==> src/hw/eeprom_wr_pkg.sv <==
// Purpose: Shared constants and types of the EEPROM write control
// Assumes: 200 MHz system clock
// Notes:   Opcodes are the 4 bits that follow the start pattern
package eeprom_wr_pkg;

  localparam logic [3:0] START_PATTERN = 4'hA;
  localparam logic [3:0] OP_READ       = 4'h8;
  localparam logic [3:0] OP_WRITE      = 4'h4;
  localparam logic [3:0] OP_ENABLE     = 4'h3;
  localparam logic [3:0] OP_DISABLE    = 4'h0;
  localparam logic [3:0] OP_WRITE_ALL  = 4'h1;

  localparam logic [3:0] HDR_LAST  = 4'hB;
  localparam logic [3:0] DATA_LAST = 4'hF;
  localparam int         ADDR_W    = 8;
  localparam int         DATA_W    = 16;

  localparam int CLK_FREQ_MHZ = 200;
  localparam int T_WR_MS      = 5;
  localparam int T_WR_CYCLES  = T_WR_MS * 1000 * CLK_FREQ_MHZ;
  localparam int CNT_W        = 20;

  typedef enum logic [1:0] {
    RX_HUNT   = 2'b00,
    RX_HEADER = 2'b01,
    RX_DATA   = 2'b10,
    RX_DONE   = 2'b11
  } rx_state_t;

  typedef enum logic [1:0] {
    WR_IDLE    = 2'b00,
    WR_CLEAR   = 2'b01,
    WR_PROGRAM = 2'b10
  } wr_state_t;

  function automatic logic is_write_op(input logic [3:0] op);
    return (op == OP_WRITE) || (op == OP_WRITE_ALL);
  endfunction : is_write_op

endpackage : eeprom_wr_pkg

==> src/hw/frame_link_if.sv <==
// Purpose: Carries decoded frames from the receiver to the control
// Assumes: All signals registered on clk_sys by the receiver
// Notes:   cs_n and abort are the synchronised pin levels
`timescale 1ns/10ps
interface frame_link_if;
  logic        cmd_valid;
  logic [3:0]  opcode;
  logic [7:0]  addr;
  logic [15:0] data;
  logic        kill;
  logic        one_rise;
  logic        cs_n;
  logic        abort;

  modport rx (
    output cmd_valid, opcode, addr, data, kill, one_rise, cs_n, abort
  );
  modport ctrl (
    input  cmd_valid, opcode, addr, data, kill, one_rise, cs_n, abort
  );
endinterface : frame_link_if

==> src/hw/eeprom_write_ctrl.sv <==
// Purpose: Write-side control of a 256 x 16 serial EEPROM
// Assumes: Array storage outside, driven by the clear/program strobes
// Notes:   WRITE_CYCLES may be shortened for simulation
//
// Overview of operation
// (RL1) Frame: start 1010, opcode, address, data
// (RL2) Bits sampled on rising serial clock
// (RL3) Host selects low; input before start ignored
// (RL4) Write runs auto clear then program
// (RL5) Busy low after last data bit
// (RL6) Busy stays low through whole cycle
// (RL7) Ready held high until next write
// (RL8) Ready/busy pin ignores chip select
// (RL9) Selected during write: output shows status
// (RL10) Deselect returns output to high impedance
// (RL11) After write, output shows ready high
// (RL12) First high input bit floats output
// (RL13) Reset pulse aborts write, reports ready
// (RL14) Reset while shifting discards write, floats
// (RL15) Reset during clear/program shows ready
// (RL16) Reset before busy writes nothing
// (RL17) Host avoids reset while busy
// (RL18) Reset affects only write and write-all
// (RL19) Enable latch clear at power-up
// (RL20) Host enables before writing
// (RL21) Enable latch holds until disable
// (RL22) Latch ignores reads; reset spares enables
// (RL23) Write while disabled is ignored
`timescale 1ns/10ps
module eeprom_write_ctrl
  import eeprom_wr_pkg::*;
#(
  parameter int WRITE_CYCLES = T_WR_CYCLES
)
(
  input  wire logic              clk_sys,
  input  wire logic              srst,
  input  wire logic              chip_select_n,
  input  wire logic              serial_clock_in,
  input  wire logic              serial_in,
  input  wire logic              write_reset_in,
  output logic                   ready_busy_out,
  output logic                   serial_out,
  output logic                   serial_out_oe,
  output logic                   array_clear_stb,
  output logic                   array_write_stb,
  output logic                   array_write_all,
  output logic [ADDR_W-1:0]      array_addr,
  output logic [DATA_W-1:0]      array_data,
  output logic                   program_enabled
);

  localparam int CLEAR_CYCLES = WRITE_CYCLES / 2;
  localparam int PROG_CYCLES  = WRITE_CYCLES - CLEAR_CYCLES;
  localparam logic [CNT_W-1:0] CLEAR_LOAD = CNT_W'(CLEAR_CYCLES - 1);
  localparam logic [CNT_W-1:0] PROG_LOAD  = CNT_W'(PROG_CYCLES - 1);

  typedef struct packed {
    wr_state_t          st;
    logic [CNT_W-1:0]   cnt;
    logic               enabled;
    logic               rdy;
    logic               hold;
    logic               do_val;
    logic               do_oe;
    logic               clr_stb;
    logic               wr_stb;
    logic               all;
    logic [ADDR_W-1:0]  addr;
    logic [DATA_W-1:0]  data;
  } ctl_t;

  ctl_t ctl_reg;
  ctl_t ctl_next;
  logic start_wr;
  logic busy;

  frame_link_if lnk ();

  frame_rx u_frame_rx (
    .clk_sys         (clk_sys),
    .srst            (srst),
    .chip_select_n   (chip_select_n),
    .serial_clock_in (serial_clock_in),
    .serial_in       (serial_in),
    .write_reset_in  (write_reset_in),
    .lnk             (lnk)
  );

  assign busy = (ctl_reg.st != WR_IDLE);

  // Accepted write: enabled, idle, not discarded, no reset level
  assign start_wr = lnk.cmd_valid && is_write_op(lnk.opcode)
                    && ctl_reg.enabled // RL23
                    && !lnk.kill // RL14
                    && !lnk.abort // RL16
                    && !busy;

  always_comb
  begin
    ctl_next         = ctl_reg;
    ctl_next.clr_stb = 1'b0;
    ctl_next.wr_stb  = 1'b0;

    if (lnk.cmd_valid)
    begin
      unique case (lnk.opcode)
        OP_ENABLE:
        begin
          ctl_next.enabled = 1'b1; // RL22
        end
        OP_DISABLE:
        begin
          ctl_next.enabled = 1'b0; // RL21 RL22
        end
        default:
        begin
        end
      endcase
    end

    // First high input bit after ready releases the status drive
    if (lnk.one_rise && !busy)
    begin
      ctl_next.hold = 1'b0; // RL12
    end

    if (start_wr)
    begin
      ctl_next.st   = WR_CLEAR; // RL4
      ctl_next.cnt  = CLEAR_LOAD;
      ctl_next.rdy  = 1'b0; // RL5
      ctl_next.hold = 1'b0;
      ctl_next.all  = (lnk.opcode == OP_WRITE_ALL);
      ctl_next.addr = lnk.addr;
      ctl_next.data = lnk.data;
    end

    unique case (ctl_reg.st)
      WR_IDLE:
      begin
      end
      WR_CLEAR:
      begin
        if (ctl_reg.cnt == '0)
        begin
          ctl_next.clr_stb = 1'b1; // RL4
          ctl_next.st      = WR_PROGRAM;
          ctl_next.cnt     = PROG_LOAD;
        end
        else
        begin
          ctl_next.cnt = ctl_reg.cnt - CNT_W'(1); // RL6
        end
      end
      WR_PROGRAM:
      begin
        if (ctl_reg.cnt == '0)
        begin
          ctl_next.wr_stb = 1'b1; // RL4
          ctl_next.st     = WR_IDLE;
          ctl_next.rdy    = 1'b1; // RL6 RL7
          ctl_next.hold   = 1'b1; // RL11
        end
        else
        begin
          ctl_next.cnt = ctl_reg.cnt - CNT_W'(1); // RL6
        end
      end
      default:
      begin
        ctl_next.st = WR_IDLE;
      end
    endcase

    // Reset pin stops only a running clear or program cycle
    if (lnk.abort && busy)
    begin
      ctl_next.st      = WR_IDLE; // RL13 RL15 RL18
      ctl_next.wr_stb  = 1'b0;
      ctl_next.clr_stb = 1'b0;
      ctl_next.rdy     = 1'b1; // RL13
      ctl_next.hold    = 1'b1; // RL15
    end

    // Status pin is driven only while selected
    ctl_next.do_oe  = !lnk.cs_n // RL9 RL10
                      && (ctl_next.st != WR_IDLE || ctl_next.hold);
    ctl_next.do_val = ctl_next.rdy; // RL8 RL9
  end

  always_ff @(posedge clk_sys)
  begin
    if (srst)
    begin
      ctl_reg         <= '0;
      ctl_reg.st      <= WR_IDLE;
      ctl_reg.rdy     <= 1'b1;
      ctl_reg.do_val  <= 1'b1;
      ctl_reg.enabled <= 1'b0; // RL19
    end
    else
    begin
      ctl_reg <= ctl_next;
    end
  end

  assign ready_busy_out  = ctl_reg.rdy;
  assign serial_out      = ctl_reg.do_val;
  assign serial_out_oe   = ctl_reg.do_oe;
  assign array_clear_stb = ctl_reg.clr_stb;
  assign array_write_stb = ctl_reg.wr_stb;
  assign array_write_all = ctl_reg.all;
  assign array_addr      = ctl_reg.addr;
  assign array_data      = ctl_reg.data;
  assign program_enabled = ctl_reg.enabled;

  AST_BUSY_AFTER_WRITE: assert property ( // RL5
    @(posedge clk_sys) disable iff (srst)
    start_wr |=> !ready_busy_out && ctl_reg.st == WR_CLEAR
  ) else $error("Busy not shown after write frame");

  AST_READY_RISE_CAUSE: assert property ( // RL6
    @(posedge clk_sys) disable iff (srst)
    $rose(ready_busy_out) |-> array_write_stb || $past(lnk.abort)
  ) else $error("Ready returned before cycle end");

  AST_READY_STAYS: assert property ( // RL7
    @(posedge clk_sys) disable iff (srst)
    ready_busy_out && !start_wr |=> ready_busy_out
  ) else $error("Ready dropped without a write");

  AST_RDY_IGNORES_CS: assert property ( // RL8
    @(posedge clk_sys) disable iff (srst)
    $changed(lnk.cs_n) && !start_wr && !lnk.abort && ctl_reg.cnt != '0
      |=> $stable(ready_busy_out)
  ) else $error("Ready/busy moved with chip select");

  AST_DO_SHOWS_BUSY: assert property ( // RL9
    @(posedge clk_sys) disable iff (srst)
    !lnk.cs_n && busy && !lnk.abort && ctl_reg.cnt != '0
      |=> serial_out_oe && !serial_out
  ) else $error("Serial output not showing busy");

  AST_DO_HIZ_DESELECT: assert property ( // RL10
    @(posedge clk_sys) disable iff (srst)
    lnk.cs_n |=> !serial_out_oe
  ) else $error("Serial output driven while deselected");

  AST_DO_READY_AFTER: assert property ( // RL11
    @(posedge clk_sys) disable iff (srst)
    array_write_stb && !lnk.cs_n && !lnk.one_rise
      |=> serial_out_oe && serial_out
  ) else $error("Ready not shown on serial output");

  AST_DO_RELEASE_ONE: assert property ( // RL12
    @(posedge clk_sys) disable iff (srst)
    lnk.one_rise && !busy && !start_wr |=> !serial_out_oe
  ) else $error("High input bit did not float output");

  AST_ABORT_READY: assert property ( // RL15
    @(posedge clk_sys) disable iff (srst)
    lnk.abort && busy
      |=> ready_busy_out && !array_write_stb && ctl_reg.st == WR_IDLE
  ) else $error("Reset did not abort write cycle");

  AST_KILL_DISCARD: assert property ( // RL14
    @(posedge clk_sys) disable iff (srst)
    lnk.cmd_valid && lnk.kill && is_write_op(lnk.opcode) && !busy
      |=> ctl_reg.st == WR_IDLE ##1 ctl_reg.st == WR_IDLE
  ) else $error("Discarded write started a cycle");

  AST_CLEAR_BEFORE_PROG: assert property ( // RL4
    @(posedge clk_sys) disable iff (srst)
    array_write_stb |-> $past(ctl_reg.st) == WR_PROGRAM
  ) else $error("Program strobe outside program cycle");

  AST_LATCH_POWERUP: assert property ( // RL19
    @(posedge clk_sys)
    srst |=> !program_enabled
  ) else $error("Enable latch set after power-up");

  AST_LATCH_STICKY: assert property ( // RL21
    @(posedge clk_sys) disable iff (srst)
    program_enabled && !(lnk.cmd_valid && lnk.opcode == OP_DISABLE)
      |=> program_enabled
  ) else $error("Enable latch lost without disable");

  AST_DISABLED_IGNORED: assert property ( // RL23
    @(posedge clk_sys) disable iff (srst)
    lnk.cmd_valid && is_write_op(lnk.opcode) && !program_enabled
      && ready_busy_out |=> ready_busy_out [*2]
  ) else $error("Write accepted while disabled");

  AST_ENABLE_UNDER_RESET: assert property ( // RL22
    @(posedge clk_sys) disable iff (srst)
    lnk.cmd_valid && lnk.opcode == OP_ENABLE && lnk.abort
      |=> program_enabled
  ) else $error("Enable disturbed by reset pin");

endmodule : eeprom_write_ctrl

==> src/hw/frame_rx.sv <==
// Purpose: Synchronises the serial pins and decodes instruction frames
// Assumes: Serial clock far slower than clk_sys
// Notes:   Bits after a complete frame are not decoded until deselect; high bits still set one_rise
`timescale 1ns/10ps
module frame_rx
  import eeprom_wr_pkg::*;
(
  input  wire logic clk_sys,
  input  wire logic srst,
  input  wire logic chip_select_n,
  input  wire logic serial_clock_in,
  input  wire logic serial_in,
  input  wire logic write_reset_in,
  frame_link_if.rx  lnk
);

  typedef struct packed {
    logic [1:0]  cs_s;
    logic [1:0]  sk_s;
    logic        sk_prev;
    logic [1:0]  di_s;
    logic [1:0]  rst_s;
    rx_state_t   st;
    logic [3:0]  hunt;
    logic [11:0] hdr;
    logic [15:0] data;
    logic [3:0]  cnt;
    logic        valid;
    logic        one;
    logic        kill;
  } rx_t;

  rx_t rx_reg;
  rx_t rx_next;
  logic rise;
  logic bit_in;
  logic sel_n;

  assign rise   = rx_reg.sk_s[1] & ~rx_reg.sk_prev;
  assign bit_in = rx_reg.di_s[1];
  assign sel_n  = rx_reg.cs_s[1];

  always_comb
  begin
    rx_next         = rx_reg;
    rx_next.cs_s    = {rx_reg.cs_s[0], chip_select_n};
    rx_next.sk_s    = {rx_reg.sk_s[0], serial_clock_in};
    rx_next.di_s    = {rx_reg.di_s[0], serial_in};
    rx_next.rst_s   = {rx_reg.rst_s[0], write_reset_in};
    rx_next.sk_prev = rx_reg.sk_s[1];
    rx_next.valid   = 1'b0;
    rx_next.one     = rise & bit_in & ~sel_n;
    if (sel_n)
    begin
      // Deselect rearms the start-pattern hunt
      rx_next.st   = RX_HUNT; // RL3
      rx_next.hunt = '0;
      rx_next.cnt  = '0;
      rx_next.kill = 1'b0;
    end
    else
    begin
      if (rise)
      begin
        unique case (rx_reg.st)
          RX_HUNT:
          begin
            rx_next.hunt = {rx_reg.hunt[2:0], bit_in}; // RL2
            if (rx_next.hunt == START_PATTERN) // RL1 RL3
            begin
              rx_next.st = RX_HEADER;
            end
          end
          RX_HEADER:
          begin
            rx_next.hdr = {rx_reg.hdr[10:0], bit_in}; // RL1
            rx_next.cnt = rx_reg.cnt + 4'h1;
            if (rx_reg.cnt == HDR_LAST)
            begin
              rx_next.cnt = '0;
              if (is_write_op(rx_next.hdr[11:8]))
              begin
                rx_next.st = RX_DATA;
              end
              else
              begin
                rx_next.valid = 1'b1;
                rx_next.st    = RX_DONE;
              end
            end
          end
          RX_DATA:
          begin
            rx_next.data = {rx_reg.data[14:0], bit_in}; // RL1
            rx_next.cnt  = rx_reg.cnt + 4'h1;
            if (rx_reg.cnt == DATA_LAST)
            begin
              rx_next.valid = 1'b1;
              rx_next.st    = RX_DONE;
            end
          end
          RX_DONE:
          begin
          end
        endcase
      end
      // Reset while a frame shifts marks it for discard
      if ((rx_reg.st == RX_HEADER || rx_reg.st == RX_DATA)
          && rx_reg.rst_s[1])
      begin
        rx_next.kill = 1'b1; // RL14
      end
    end
  end

  always_ff @(posedge clk_sys)
  begin
    if (srst)
      rx_reg <= '0;
    else
      rx_reg <= rx_next;
  end

  assign lnk.cmd_valid = rx_reg.valid;
  assign lnk.opcode    = rx_reg.hdr[11:8];
  assign lnk.addr      = rx_reg.hdr[7:0];
  assign lnk.data      = rx_reg.data;
  assign lnk.kill      = rx_reg.kill;
  assign lnk.one_rise  = rx_reg.one;
  assign lnk.cs_n      = rx_reg.cs_s[1];
  assign lnk.abort     = rx_reg.rst_s[1];

endmodule : frame_rx

==> config.mk <==
export PLATFORM = sky130hd
export DESIGN_NAME = eeprom_write_ctrl
export DESIGN_NICKNAME = d
export VERILOG_FILES = /design/src/hw/eeprom_wr_pkg.sv /design/src/hw/frame_link_if.sv /design/src/hw/eeprom_write_ctrl.sv /design/src/hw/frame_rx.sv
export SDC_FILE = /design/constraint.sdc
export NUM_CORES = 1
export LEC_CHECK = 0
export BUFFER_PORTS_ARGS = -buffer_cell sky130_fd_sc_hd__buf_4
export CAP_MARGIN = 5
export CORE_MARGIN = 2
export CORE_UTILIZATION = 55
export CTS_CLUSTER_DIAMETER = 120
export DETAILED_ROUTE_END_ITERATION = 6
export GPL_TIMING_DRIVEN = 0
export PLACE_DENSITY = 0.77
export SYNTH_ARGS = -nofsm -noshare
export SYNTH_HDL_FRONTEND = slang
export SYNTH_SLANG_ARGS = --single-unit
export TNS_END_PERCENT = 50
==> constraint.sdc <==
create_clock -name clk_sys -period 4 [get_ports clk_sys]
set_clock_uncertainty 0.15 [all_clocks]
set_input_delay 0.6 -clock clk_sys [delete_from_list [all_inputs] [get_ports clk_sys]]
set_output_delay 0.6 -clock clk_sys [all_outputs]
set_load 0.01 [all_outputs]
# Word-level counts from Yosys, hierarchy flattened
# Index checks and enable logic that the tools add are counted.
# word_totals
elab_cells,110
reg_bits,102
mem_count,0
romBits,0
mem_bits_rw,0
inputBits,6
output_inout_bits,31
latchBits,0
# classes
order_cmp,0
n_bitwise,8
shifts,0
n_reduce_logical,37
mux,24
addsub,2
multipliers,0
n_eq_ne,15
n_div,0
# op_table
op,count
$mux 20,2
$pmux 20 s2,1
$mux 22,1
$logic_not 20->1,1
$sub 20x1->20 const B,1
$mux 2,9
$eq 4x4->1 const B,3
$pmux 2 s3,2
$pmux 5 s2,1
$logic_and 1x1->1,9
$reduce_or 3->1,3
$eq 4x1->1 const B,2
$eq 4x3->1 const B,2
$reduce_bool 2->1,4
$mux 1,6
$ne 2x1->1 const B,3
$reduce_and 2->1,3
$reduce_and 3->1,2
$mux 5,1
$not 1->1,5
$reduce_and 5->1,1
$add 4x1->4 const B,1
$eq 2x1->1 const B,2
$eq 2x2->1 const B,2
other kinds (9),19

# Logic depth before layout (Yosys ltp)
# logic_depth
ltp_word,14
ltp_mapped,10
ltp_nobuf,8

# Modules after synthesis
# From an unflattened synthesis, not the netlist that was laid out.
# hier_totals
cells_unflattened,572
area_unflattened_um2,4769.6
# modules_own_cells
mod,seq_area_each_um2,cells_per_inst,n_inst,area_each_um2
eeprom_write_ctrl,1061.0,322,1,2673.8
frame_rx,980.9,250,1,2095.8

# Least setup slack after synthesis
# Ideal clock, no wire load.
# synth_timing
kind,register to register
startpoint,reg ctl_reg[32] (netlist name)
endpoint,reg ctl_reg[48] (netlist name)
stages_incl_launch_ff,9
arrival_time_ns,1.942
path_slack_ns,1.813
n_path_buf,1
period_less_slack_ns,2.187
required_ns,3.755
setup_time_ns,0.095
path_cell_list,dfxtp_1 -> inv_1 -> ha_1 -> nor4b_4 -> nand4b_1 -> buf_2 -> or3b_1 -> or4_1 -> o311ai_1
# synth_via
elab_chain_cells,3
elab_cells_between_ends,5
cone_classes,add/sub (1); mux (3); reduce/logical (1)
# synth_lines
element,line,source
from (decl),eeprom_write_ctrl.sv:73,ctl_t ctl_reg;
from (signal assigned),eeprom_write_ctrl.sv:204,ctl_reg <= ctl_next;
$sub 20x1->20 or $logic_not 20->1 (tied branches),-,
$mux 20 (on tied branches),"eeprom_write_ctrl.sv:158, eeprom_write_ctrl.sv:145",
$pmux 20 s2 *,eeprom_write_ctrl.sv:139,unique case (ctl_reg.st)
# Every way passes the cells marked *; elsewhere a longest branch is shown, timed or not.
# A chain may end at the register's enable or synchronous reset.

# Worst setup path after layout
# layout_timing
startpoint,reg ctl_reg[32] (netlist name)
endpoint,reg ctl_reg[49] (netlist name)
# The elaborated chain is that of the path after synthesis.

==> key figures <==
Global routing
  – Vias in the first global route: 3619
  – Largest net degree at the start of global routing: 18
  – Gr usage total: 23.3%
  – First-pass GRT wire length: 16.5 mm
  – Overflow after GRT: 0
  – Initial antenna violation count: 0

Setup path
  – Critical Path RT: 4100 ps
  – Worst R2R Start: ctl_reg[32]
  – FF-to-FF setup slack: 1390 ps
  – CP startpoint kind: register
  – Worst R2R Path Depth: 10
  – CP Capture Type: register
  – Crit Path Max Fanout: 10
  – Crit Path Category: reg2reg
  – WP data arrival: 2710 ps
  – Reg-to-Reg End: ctl_reg[49]

Timing
  – Worst-margin pin slew: 796 ps
  – Final period util: 65.3%
  – Final hold vios: 0
  – Final Max Slew Viols: 0
  – Setup tns final: 0 ps
  – RSZ-0062 raised after global routing: no
  – Setup violators final: 0
  – Worst rel slew slack: 46.5%
  – Hold slack: 285 ps
  – FMAX: 0.383 GHz
  – Fin crit period: 2610 ps

Routing
  – Routed len/inst: 14.0 um
  – DRC: 0
  – Drt pass-1 iters: 5
  – Vias per cell: 5.62
  – Total Wirelength: 9.92 mm
  – Iter 0 DRT Violations: 307
  – Antenna-violating nets left: 0
  – Via count: 3999

Logic synthesis
  – Area of the mapped netlist: 4490 um2
  – Top FF cell, synth: dfxtp_1
  – Post-synthesis instance total: 558
  – Synth warn: 0
  – Syn Area/Cell: 8.05 um2
  – Synth unique cells: 61
  – EDFF count, synth: 0
  – Synth async-reset ratio: 0%
  – Mapped Nets: 574
  – Yosys reg bits: 102
  – Most area-hungry cell type in the Yosys netlist: dfxtp_1
  – Area contributors post-synth: dfxtp_1 (45%), nand2_1 (11%), a21oi_1 (8.1%), buf_4 (4.2%), nor2_1 (3.0%)
  – Share of the synthesized area in the top cell type: 45.4%
  – Register area share after synthesis: 45.4%

CTS
  – CTS Buf Count: 9
  – TritonCTS clock tree: done
  – Hold-fix buffers, CTS: 0
  – Number of gates resized after cts: 0
  – CTS Sinks: 102
  – Skew-Pair Late Insertion Delay: 370 ps
  – Worst-case clock buffer depth: 2
  – Root Buffer: clkbuf_8
  – Setup Buffers After CTS: 0
  – Clock slew at reported path FFs: 100 ps
  – H-tree depth: 3

Min path
  – WHS Path Cells: 2
  – Worst hold path type: in2reg
  – Min-Delay Endpoint: u_frame_rx.rx_next[42]
  – Worst hold start: write_reset_in

Final layout
  – Fill count: 680
  – Max reg flops: 23
  – Antenna diodes: 0
  – Area Growth Syn to Fin: 13.1%
  – Core Util, Final: 65.1%
  – Post-layout nets: 620
  – Share of cells above drive strength 1: 14.4%
  – Post-layout instance area: 5080 um2
  – Non-filler instance count after layout: 711

Place
  – Placed Area: 4880 um2
  – I/O Buffers: 35
  – Cell total after placement: 695
  – RePlAce Congestion: 0.920
  – HPWL after DPL: 7.10 mm

Floorplanning
  – Die height: 94.4 um
  – Die area: 8910 um2
  – Die width: 94.4 um
  – # rows: 32
  – Initial Util: 57.5%
  – Core area: 7810 um2
  – # IOs: 37

Power and ir drop
  – Max IR drop VDD: 0.241 mV
  – Leak: 1.96 nW
  – Power Density: 336 nW/um2

Flow run
  – Max-cap violations: 0

Outcome
  – Status: finished clean
layout make-up:
cell class / instances / area (um2) / area share [%]
multi-input combinational: 389 / 2090 / 41.2
sequential: 102 / 2040 / 40.2
buffer: 53 / 304 / 5.99
timing repair buffer: 35 / 263 / 5.17
clock buffer: 10 / 128 / 2.51
tap: 102 / 128 / 2.51
clock inverter: 6 / 68.8 / 1.35
inverter: 14 / 52.6 / 1.03
power breakdown:
group          internal (mW)  switching [mW]
combinational        0.00894          0.0246
clock                  0.294           0.358
sequential              1.02         0.00239
cells in the mapped netlist (2+ instances only):
master    instances
a211oi_1          7
a21o_1            4
a21oi_1          73
a22oi_1           2
a31oi_1           5
and2_1            4
and3_1            5
and4_1            2
buf_1             4
buf_2             3
buf_4            25
clkbuf_1         20
dfxtp_1         102
ha_1             10
inv_1            14
nand2_1         133
nand2b_1          4
nand3_1           9
nand3b_1          2
nand4_1           2
nor2_1           36
nor2b_1          13
nor3_1           10
o21ai_0          17
o22ai_1           3
o311ai_0          2
o31ai_1           3
or2_2             2
or3_1             3
or4_1             4
xnor2_1           3
xor2_1            3
placed cells by master, fill, tap and decap left out, drive strengths merged, types with 2 or more instances in the layout:
cell and count:
o22ai 3, ha 10, or2 3, o311ai 4, buf 68, or3 3
xnor2 3, xor2 3, nor2 38, o21ai 18, nand3b 2, nand4 2
a31oi 5, nor4b 2, a2111oi 2, nand2 133, and3 5, a21o 4
dfxtp 102, nor2b 13, inv 16, nand3 9, a21oi 73, o31ai 3
nor4 2, and2 4, and4 2, or4 4, a211oi 7, clkbuf 30
a22oi 2, nand2b 4, clkinv 2, nor3 11
routing by layer:
layer  share of wire [%]  vias to the layer above  GRT usage [%]
met5                   0                        -              0
met4                 2.0                        0           6.88
met3                 6.0                       21           5.83
met2                  49                      140           39.9
met1                  43                     1873           29.2
li1                    -                     1965              -
critical path, stage by stage, from the launching register on:
cell	delay [ps]
dfxtp_1	340
inv_1	80
ha_1	230
nor4b_4	270
nand4b_1	190
buf_2	230
o21ai_0	320
buf_2	310
nor3_1	70
a311oi_1	200
o21ai_0	100
worst max path at each step:
stage	to	slack (ps)	depth (start not counted)	from
finish	ctl_reg[49]	1390	10	ctl_reg[32]
global route	ctl_reg[44]	1130	10	ctl_reg[32]
CTS	ctl_reg[49]	1390	10	ctl_reg[32]
detailed placement	ctl_reg[49]	1430	10	ctl_reg[32]
global placement	ctl_reg[49]	1470	10	ctl_reg[32]
floorplan	ctl_reg[48]	1810	8	ctl_reg[32]
cell families (layout without fill, tap and decap cells):
kind of cell,Yosys count,after routing,share of synthesized area [%]
flops,102,102,45.4
xor+xnor,6,6,1.17
mux,2,2,0.473
fa+ha+maj,10,10,2.78
compound gates,129,129,16.8
simple gates,242,242,25.3
buf+inv,67,118,7.94
stage by stage:
| step | power (mW) | setup WS [ps] |
|---|---|---|
| after floorplan | 1.06 | 1810 |
| after global placement | 1.08 | 1470 |
| after detailed placement | 1.08 | 1430 |
| after CTS | 1.72 | 1390 |
| after global routing | 1.76 | 1130 |
| final | 1.71 | 1390 |
(Power assumes the default switching activity.)
